**config.mk**
```make
export PLATFORM = sky130hd
export DESIGN_NAME = spp_port
export DESIGN_NICKNAME = d
export VERILOG_FILES = /design/src/spp_pkg.sv /design/src/spp_port.sv /design/src/spp_pin_arb.sv
export SDC_FILE = /design/constraint.sdc
export NUM_CORES = 1
export LEC_CHECK = 0
export BUFFER_PORTS_ARGS = -buffer_cell sky130_fd_sc_hd__buf_2
export CAP_MARGIN = 30
export CELL_PAD_IN_SITES_DETAIL_PLACEMENT = 1
export CELL_PAD_IN_SITES_GLOBAL_PLACEMENT = 1
export CORE_MARGIN = 4
export CORE_UTILIZATION = 37
export DETAILED_ROUTE_END_ITERATION = 6
export MAX_ROUTING_LAYER = met4
export PLACE_DENSITY_LB_ADDON = 0.08
export SYNTH_ARGS = -nofsm -noshare
export SYNTH_HDL_FRONTEND = slang
export SYNTH_SLANG_ARGS = --single-unit
```
**constraint.sdc**
```tcl
create_clock -name pclk -period 2.3 [get_ports pclk]
set_clock_uncertainty 0.2 [all_clocks]
set_input_delay 0.46 -clock pclk [delete_from_list [all_inputs] [get_ports pclk]]
set_output_delay 0.46 -clock pclk [all_outputs]
set_load 0.1 [all_outputs]
```
**src/spp_pkg.sv**
```systemverilog
// package: register map, field layout and reset values for the shared pin port
package spp_pkg;
   // ======================================================================
   // register offsets (byte addresses on apb)
   localparam logic [11:0] SPP_OFF_READBACK = 12'h000;
   localparam logic [11:0] SPP_OFF_DIRECTION = 12'h004;
   localparam logic [11:0] SPP_OFF_GEN_OUT_DATA = 12'h008;
   localparam logic [11:0] SPP_OFF_PERIPH_EN = 12'h00C;
   localparam logic [11:0] SPP_OFF_ROUTE_SEL = 12'h010;
   // ======================================================================
   // widths and reset values
   localparam int SPP_PINS = 8;
   localparam logic [7:0] SPP_DIRECTION_RST = 8'h00;
   localparam logic [7:0] SPP_GEN_OUT_DATA_RST = 8'h00;
   localparam logic [7:0] SPP_PERIPH_EN_RST = 8'h00;
   localparam logic [7:0] SPP_ROUTE_SEL_RST = 8'h00;
   // field positions in the peripheral enable register
   localparam int SPP_EN_A_LSB = 0;
   localparam int SPP_EN_B_LSB = 4;
   // routed signal enable position
   localparam int SPP_EN_ROUTED_BIT = 7;
   // routing select field: target pin index in low three bits
   localparam int SPP_ROUTE_LSB = 0;
   localparam int SPP_ROUTE_W = 3;
endpackage : spp_pkg

```
**src/spp_port.sv**
```systemverilog
// top: shared pin priority port with apb register access
// What this block does
// - only enabled signals arbitrate; highest wins
// - routed signal competes only at selected pin
// - general output ranks below all peripherals
// - peripheral inputs always see pin level
// - readback returns sampled pin level always
// - direction bit set means output pin
//
// Added by the designer: register access over APB and the register addresses.
`timescale 1ns/1ps
`default_nettype none
module spp_port
   import spp_pkg::*;
#(
   parameter int PINS = spp_pkg::SPP_PINS
) (
   // clock and reset
   input wire logic pclk,
   input wire logic presetn,
   // apb slave
   input wire logic psel,
   input wire logic penable,
   input wire logic pwrite,
   input wire logic [11:0] paddr,
   input wire logic [31:0] pwdata,
   output logic [31:0] prdata,
   output logic pready,
   output logic pslverr,
   // peripheral a per pin
   input wire logic [PINS-1:0] periph_a_oe,
   input wire logic [PINS-1:0] periph_a_out,
   // peripheral b per pin
   input wire logic [PINS-1:0] periph_b_oe,
   input wire logic [PINS-1:0] periph_b_out,
   // routed peripheral, one signal steerable to any pin
   input wire logic routed_oe,
   input wire logic routed_out,
   // peripheral input view of the pins
   output logic [PINS-1:0] periph_in,
   // pads
   input wire logic [PINS-1:0] pad_in,
   output logic [PINS-1:0] pad_out,
   output logic [PINS-1:0] pad_oe
);
   import spp_pkg::*;

   // ======================================================================
   // elaboration check
   if (PINS != 8) begin : g_bad_pins
      $error("spp_port supports exactly eight pins");
   end

   // ======================================================================
   // registers
   logic [7:0] direction_r;
   logic [7:0] gen_out_data_r;
   logic [7:0] periph_en_r;
   logic [7:0] route_sel_r;
   logic [7:0] sync1_r;
   logic [7:0] sync2_r;
   logic wr_en;
   logic rd_en;
   logic addr_ok;
   logic [31:0] rdata_nxt;

   assign wr_en = psel & penable & pwrite & pready;
   assign rd_en = psel & ~penable & ~pwrite;
   assign addr_ok = (paddr == SPP_OFF_READBACK) || (paddr == SPP_OFF_DIRECTION) ||
      (paddr == SPP_OFF_GEN_OUT_DATA) || (paddr == SPP_OFF_PERIPH_EN) ||
      (paddr == SPP_OFF_ROUTE_SEL);

   // pad level synchroniser; first stage read only by the second
   always_ff @(posedge pclk or negedge presetn) begin
      if (!presetn) begin
         sync1_r <= 8'h00;
         sync2_r <= 8'h00;
      end else begin
         sync1_r <= pad_in;
         sync2_r <= sync1_r;
      end
   end

   // software writes land at the access edge, where the master sees ready;
   // a setup cycle alone never changes state
   always_ff @(posedge pclk or negedge presetn) begin
      if (!presetn) begin
         direction_r <= SPP_DIRECTION_RST;
         gen_out_data_r <= SPP_GEN_OUT_DATA_RST;
         periph_en_r <= SPP_PERIPH_EN_RST;
         route_sel_r <= SPP_ROUTE_SEL_RST;
      end else if (wr_en) begin
         unique case (paddr)
            SPP_OFF_DIRECTION: direction_r <= pwdata[7:0];
            SPP_OFF_GEN_OUT_DATA: gen_out_data_r <= pwdata[7:0];
            SPP_OFF_PERIPH_EN: periph_en_r <= pwdata[7:0];
            SPP_OFF_ROUTE_SEL: route_sel_r <= pwdata[7:0];
            default: ;
         endcase
      end
   end

   // read mux
   always_comb begin
      rdata_nxt = 32'h0000_0000;
      unique case (paddr)
         SPP_OFF_READBACK: rdata_nxt = {24'h00_0000, sync2_r};
         SPP_OFF_DIRECTION: rdata_nxt = {24'h00_0000, direction_r};
         SPP_OFF_GEN_OUT_DATA: rdata_nxt = {24'h00_0000, gen_out_data_r};
         SPP_OFF_PERIPH_EN: rdata_nxt = {24'h00_0000, periph_en_r};
         SPP_OFF_ROUTE_SEL: rdata_nxt = {24'h00_0000, route_sel_r};
         default: rdata_nxt = 32'h0000_0000;
      endcase
   end

   // apb answer registered in setup, so the access phase sees it at once
   always_ff @(posedge pclk or negedge presetn) begin
      if (!presetn) begin
         prdata <= 32'h0000_0000;
         pready <= 1'b0;
         pslverr <= 1'b0;
      end else begin
         pready <= psel & ~penable;
         pslverr <= psel & ~penable & ~addr_ok;
         if (rd_en) begin
            prdata <= addr_ok ? rdata_nxt : 32'h0000_0000;
         end
      end
   end

   // ======================================================================
   // per pin arbitration
   logic [7:0] a_en;
   logic [7:0] b_en;
   logic [7:0] b_oe_m;
   logic [7:0] b_out_m;
   logic [7:0] arb_oe;
   logic [7:0] arb_out;
   logic [SPP_ROUTE_W-1:0] route_pin;

   assign route_pin = route_sel_r[SPP_ROUTE_LSB +: SPP_ROUTE_W];

   // enable of the b slot: pins 4..6 share b with the routed signal,
   // which sits above b only at its selected pin
   always_comb begin
      for (int i = 0; i < 8; i++) begin
         a_en[i] = (i < 4) ? periph_en_r[SPP_EN_A_LSB + (i % 4)] : 1'b0;
         b_en[i] = (i >= 4 && i < 7) ? periph_en_r[SPP_EN_B_LSB + (i % 4)] : 1'b0;
         b_oe_m[i] = periph_b_oe[i];
         b_out_m[i] = periph_b_out[i];
         if (periph_en_r[SPP_EN_ROUTED_BIT] && (route_pin == i[SPP_ROUTE_W-1:0])) begin
            b_en[i] = 1'b1;
            b_oe_m[i] = routed_oe;
            b_out_m[i] = routed_out;
         end
      end
   end

   for (genvar g = 0; g < 8; g++) begin : g_pin
      spp_pin_arb u_arb (
         .a_en(a_en[g]),
         .a_oe(periph_a_oe[g]),
         .a_out(periph_a_out[g]),
         .b_en(b_en[g]),
         .b_oe(b_oe_m[g]),
         .b_out(b_out_m[g]),
         .gen_out_dir(direction_r[g]),
         .gen_out_val(gen_out_data_r[g]),
         .pin_oe(arb_oe[g]),
         .pin_out(arb_out[g])
      );
   end

   // pad drive registered so outputs come from flip-flops
   always_ff @(posedge pclk or negedge presetn) begin
      if (!presetn) begin
         pad_oe <= 8'h00;
         pad_out <= 8'h00;
      end else begin
         pad_oe <= arb_oe;
         pad_out <= arb_out;
      end
   end

   // inputs see pin level, independent of owner or enable
   always_ff @(posedge pclk or negedge presetn) begin
      if (!presetn) begin
         periph_in <= 8'h00;
      end else begin
         periph_in <= sync2_r;
      end
   end
endmodule // spp_port
`default_nettype wire

```
**src/spp_pin_arb.sv**
```systemverilog
// single pin priority arbiter: peripheral a over peripheral b over general output
`timescale 1ns/1ps
`default_nettype none
module spp_pin_arb (
   // peripheral a request
   input wire logic a_en,
   input wire logic a_oe,
   input wire logic a_out,
   // peripheral b request
   input wire logic b_en,
   input wire logic b_oe,
   input wire logic b_out,
   // general output function from port registers
   input wire logic gen_out_dir,
   input wire logic gen_out_val,
   // resolved pin drive
   output logic pin_oe,
   output logic pin_out
);
   // ======================================================================
   // fixed priority selection
   always_comb begin
      if (a_en) begin
         pin_oe = a_oe;
         pin_out = a_out;
      end else if (b_en) begin
         pin_oe = b_oe;
         pin_out = b_out;
      end else begin
         pin_oe = gen_out_dir;
         pin_out = gen_out_val;
      end
   end
endmodule // spp_pin_arb
`default_nettype wire

```
# After elaboration in Yosys (flattened, before gate mapping)
# Cells that the tools add are included.
# word_totals
in_bits,91
reg_bits,106
word_cells,100
# op_classes
n_mux,50
eq_ne,11
bitwise,9
n_reduce_logical,18
# ops
operator,count
1-bit 2-to-1 mux,48
8-bit case mux with 5 select lines,1
32-bit 2-to-1 mux,1
"12-bit by 4-bit == test with 1-bit output, second input constant",2
"12-bit by 3-bit == test with 1-bit output, second input constant",1
"12-bit by 5-bit == test with 1-bit output, second input constant",1
"3-bit == test, second input constant",4
12-bit zero test,1
1-bit logical AND,8
2-bit AND reduction,4
1-bit bitwise AND,6
"3-bit by 2-bit == test with 1-bit output, second input constant",2
1-bit logical OR,4
"3-bit by 1-bit == test with 1-bit output, second input constant",1
3-bit zero test,1
1-bit NOT,3

# Longest topological paths before layout
# depth
word_depth,7
ltp_mapped,6
ltp_nobuf,5

# Modules after synthesis
# A second synthesis with hierarchy kept.
# hier_totals
hier_cells,281
hier_area_um2,3739.8
# by_module_without_submodules
module,area_each_um2,seq_area_each_um2,instances,cells_per_inst
spp_port,3439.5,2052.0,1,233
spp_pin_arb,37.5,0.0,8,6

# Least setup slack after synthesis
# No wires, ideal clock.
# synth_timing
path_kind,input-to-reg
from,input paddr[9]
to,register route_sel_r[0]
path_stages,5
t_required_ps,1975
arrival_ps,2067
slack_ps,-92
setup_ps,125
cell_sequence,or4_1 -> buf_4 -> or2_4 -> nor3_4 -> mux2_2
# synth_via
elab_chain_len,2
# synth_lines
item,line_no,text
start: declaration,spp_port.sv:25,"input wire logic [11:0] paddr,"
12-bit by 5-bit == test with 1-bit output,spp_port.sv:93,unique case (paddr)
2-bit AND reduction (no source line),n/a,
end signal: assignment,spp_port.sv:97,SPP_OFF_ROUTE_SEL: route_sel_r <= pwdata[7:0];
end: declaration,spp_port.sv:59,logic [7:0] route_sel_r;
# Every way passes these cells.
# A chain may end at the register's enable or synchronous reset.

# Worst setup path in the final report
# Ends and elaborated chain as after synthesis.

==> results.ini <==
[floorplan]
start_util_pct = 38.4
io_pins = 149
die_x_um = 107
core_um2 = 9370
rows = 35
die_h_um = 107
die_area_um2 = 11400

[sta]
finalHoldViolCount = 0
fin_ws_ps = 213
relSlewSlack_pct = 64.2
max_freq_mhz = 479
slew_viol_final = 0
setup_viol = 0
rsz0062_at_grt = false
fin_crit_ps = 2090
worst_pin_slew_ps = 535
setup-tns-final_ps = 0
post-route-period-util_pct = 90.7

[power_and_ir_drop]
p_switching_mw = 1.01
p_leak_nw = 2.25
switching_share_pct = 31.3
p_int_mw = 2.21
powerDensity_nw_per_um2 = 708
ir_worst_vdd_v = 0.000263
p_comb_share_pct = 17.6
clkPwrFrac_pct = 35.8
power.total_mw = 3.22
seqPwrFrac_pct = 46.5

[worst_hold_path]
hold_class = in2reg
min_delay_path_depth = 3

[drt]
vias = 2569
postRouteAntennaNets = 0
vias_per_cell = 4.76
drc = 0
drtPass1Iterations = 4
first_iter_violations = 83
wl_per_cell_um = 17.2
wl_mm = 9.29

[setup_path]
cp_max_fo = 8
path_class = in2reg
end_kind = flip-flop
cp.arrival_ps = 2120
reg2regPathDepth = 4
startpoint_type = input pin
crit_required_ps = 2330

[final_layout]
stdcell_count = 540
fill_cells = 1051
diodes = 0
layout_common_cells = 81 x dfrtp_1, 81 x buf_2, 33 x mux2_2, 24 x conb_1, 24 x buf_4
area_growth_pct = 26.5
drive_gt1_share_pct = 40.9
fin_nets = 497

[clock_tree]
cts_setup_buffers = 0
clk_latency_ps = 350
numClockSinks = 82
clk_pin_slew_ps = 80
ctsHtreeMaxLevel = 3
cts_tree = done
cts_max_path_buffers = 2
root_buffer = clkbuf_8
cts_made_buffers = 9

[global_route]
antenna_found_initial = 0
grt_usage_pct = 17.8
grt-ovfl-total = 0
grt_max_degree = 34
grt_pass1_vias = 2760
grt_pass1_wl_mm = 14.9

[run]
max-cap-violations = 0

[placement]
io_buffer_count = 82
gp_congestion = 0.742
dp.cells = 515
place_hpwl_mm = 6.87
place_ws_ps = -149

[synth]
ys_ff_latch = 82
synth_cells = 293
netlist_area_um2 = 3600
synth-async-reset-ratio_pct = 100
synth_cell_types = 34
synth_top_area_share_pct = 57.0
synth_edf_count = 0
ys_top_cells_by_area = dfrtp_1 57%, mux2_2 11%, buf_4 5.4%
synth-seq-area-share_pct = 57.0
synth_top_area_cell = dfrtp_1
synth_ff_type = dfrtp_1
ys_warn_count = 0
syn_avg_cell_area_um2 = 12.3

[outcome]
outcome = completed

-- cells in the mapped netlist, types with 2 or more instances --
master / number
a22o_1: 4
nand3b_1: 9
nor2_1: 16
a221oi_1: 3
a21oi_1: 15
dfrtp_1: 82
nand3b_2: 2
buf_4: 26
o21ai_0: 16
nor3b_1: 5
a22oi_1: 3
nand2_1: 19
clkbuf_1: 10
nand2b_1: 3
mux2i_1: 17
mux4_2: 2
mux2_2: 34
nor3_1: 6
nand4_1: 2
nor4_1: 3
nand4b_1: 3
-- metrics by stage --
step,util [%],area (um^2),hold slack [ps]
CTS,48.6,4550,104
finish,48.6,4550,122
global route,48.6,4550,118
floorplan,-,3700,-35.6
global placement,45.3,4240,132
detailed placement,45.3,4240,136
-- timing repair --
item	CTS	global route
hold buffers	9	0
endpoints found under the hold margin	38	0
gates resized for setup	0	0
-- power by group through the flow --
| stage | logic [mW] | registers [mW] | clock network (mW) |
|---|---|---|---|
| 2_1_floorplan | 0.260 | 1.71 | 0 |
| 3_5_place_dp | 0.560 | 1.53 | 0 |
| 3_3_place_gp | 0.555 | 1.53 | 0 |
| 6_report | 0.568 | 1.50 | 1.15 |
| 4_1_cts | 0.572 | 1.50 | 1.20 |
| 5_1_grt | 0.597 | 1.50 | 1.28 |
-- cell families (layout without fill, tap and decap cells) --
| logic type | count (synthesis) | after routing | synth area share, % |
|---|---|---|---|
| and+or+nand+nor | 77 | 77 | 12.7 |
| other | 1 | 24 | 0.104 |
| buffers and inverters | 38 | 133 | 6.68 |
| muxes | 53 | 53 | 16.6 |
| DFF | 82 | 82 | 57.0 |
| AOI/OAI and AO/OA | 42 | 42 | 6.82 |
-- registers in the layout, summed over array words and instances (netlist names) --
name            cells
pad_oe              8
periph_in           8
route_sel_r         8
gen_out_data_r      8
sync1_r             8
periph_en_r         8
prdata              8
sync2_r             8
pad_out             8
pslverr             1
pready              1
direction_r         8
-- worst paths after layout --
check,start,to,slack [ps]
min reg2reg,sync1_r[1],sync2_r[1],150
max,paddr[9],route_sel_r[0],210
max reg2reg,route_sel_r[0],pad_out[2],500
min in group asynchronous,presetn,pad_out[0],400
min,periph_a_oe[2],pad_oe[2],120
max in group asynchronous,presetn,pad_oe[1],880
-- critical path: stages --
cell and delay, ps:
buf_2 100, or4_4 580, or2_4 270, nor3_4 200
buf_12 170, mux2_2 330
-- final cells by class --
class                      count  area, um^2  share of cell area (%)
clock buffer                  11         141                    3.11
clock inverter                 5        77.6                    1.70
timing repair buffer         116         716                    15.7
tap                          129         161                    3.55
inverter                       1        3.75                  0.0825
sequential                    82        2050                    45.1
multi-input combinational    196        1400                    30.7
-- metal layers --
layer | vias up | track usage, % | part of all wire (%)
li1 | 1218 | - | -
met1 | 1269 | 23.3 | 45
met2 | 75 | 27.7 | 48
met3 | 7 | 4.33 | 5.8
met4 | 0 | 4.84 | 0.94
met5 | - | - | 0
Power figures use the tool's default switching activity.
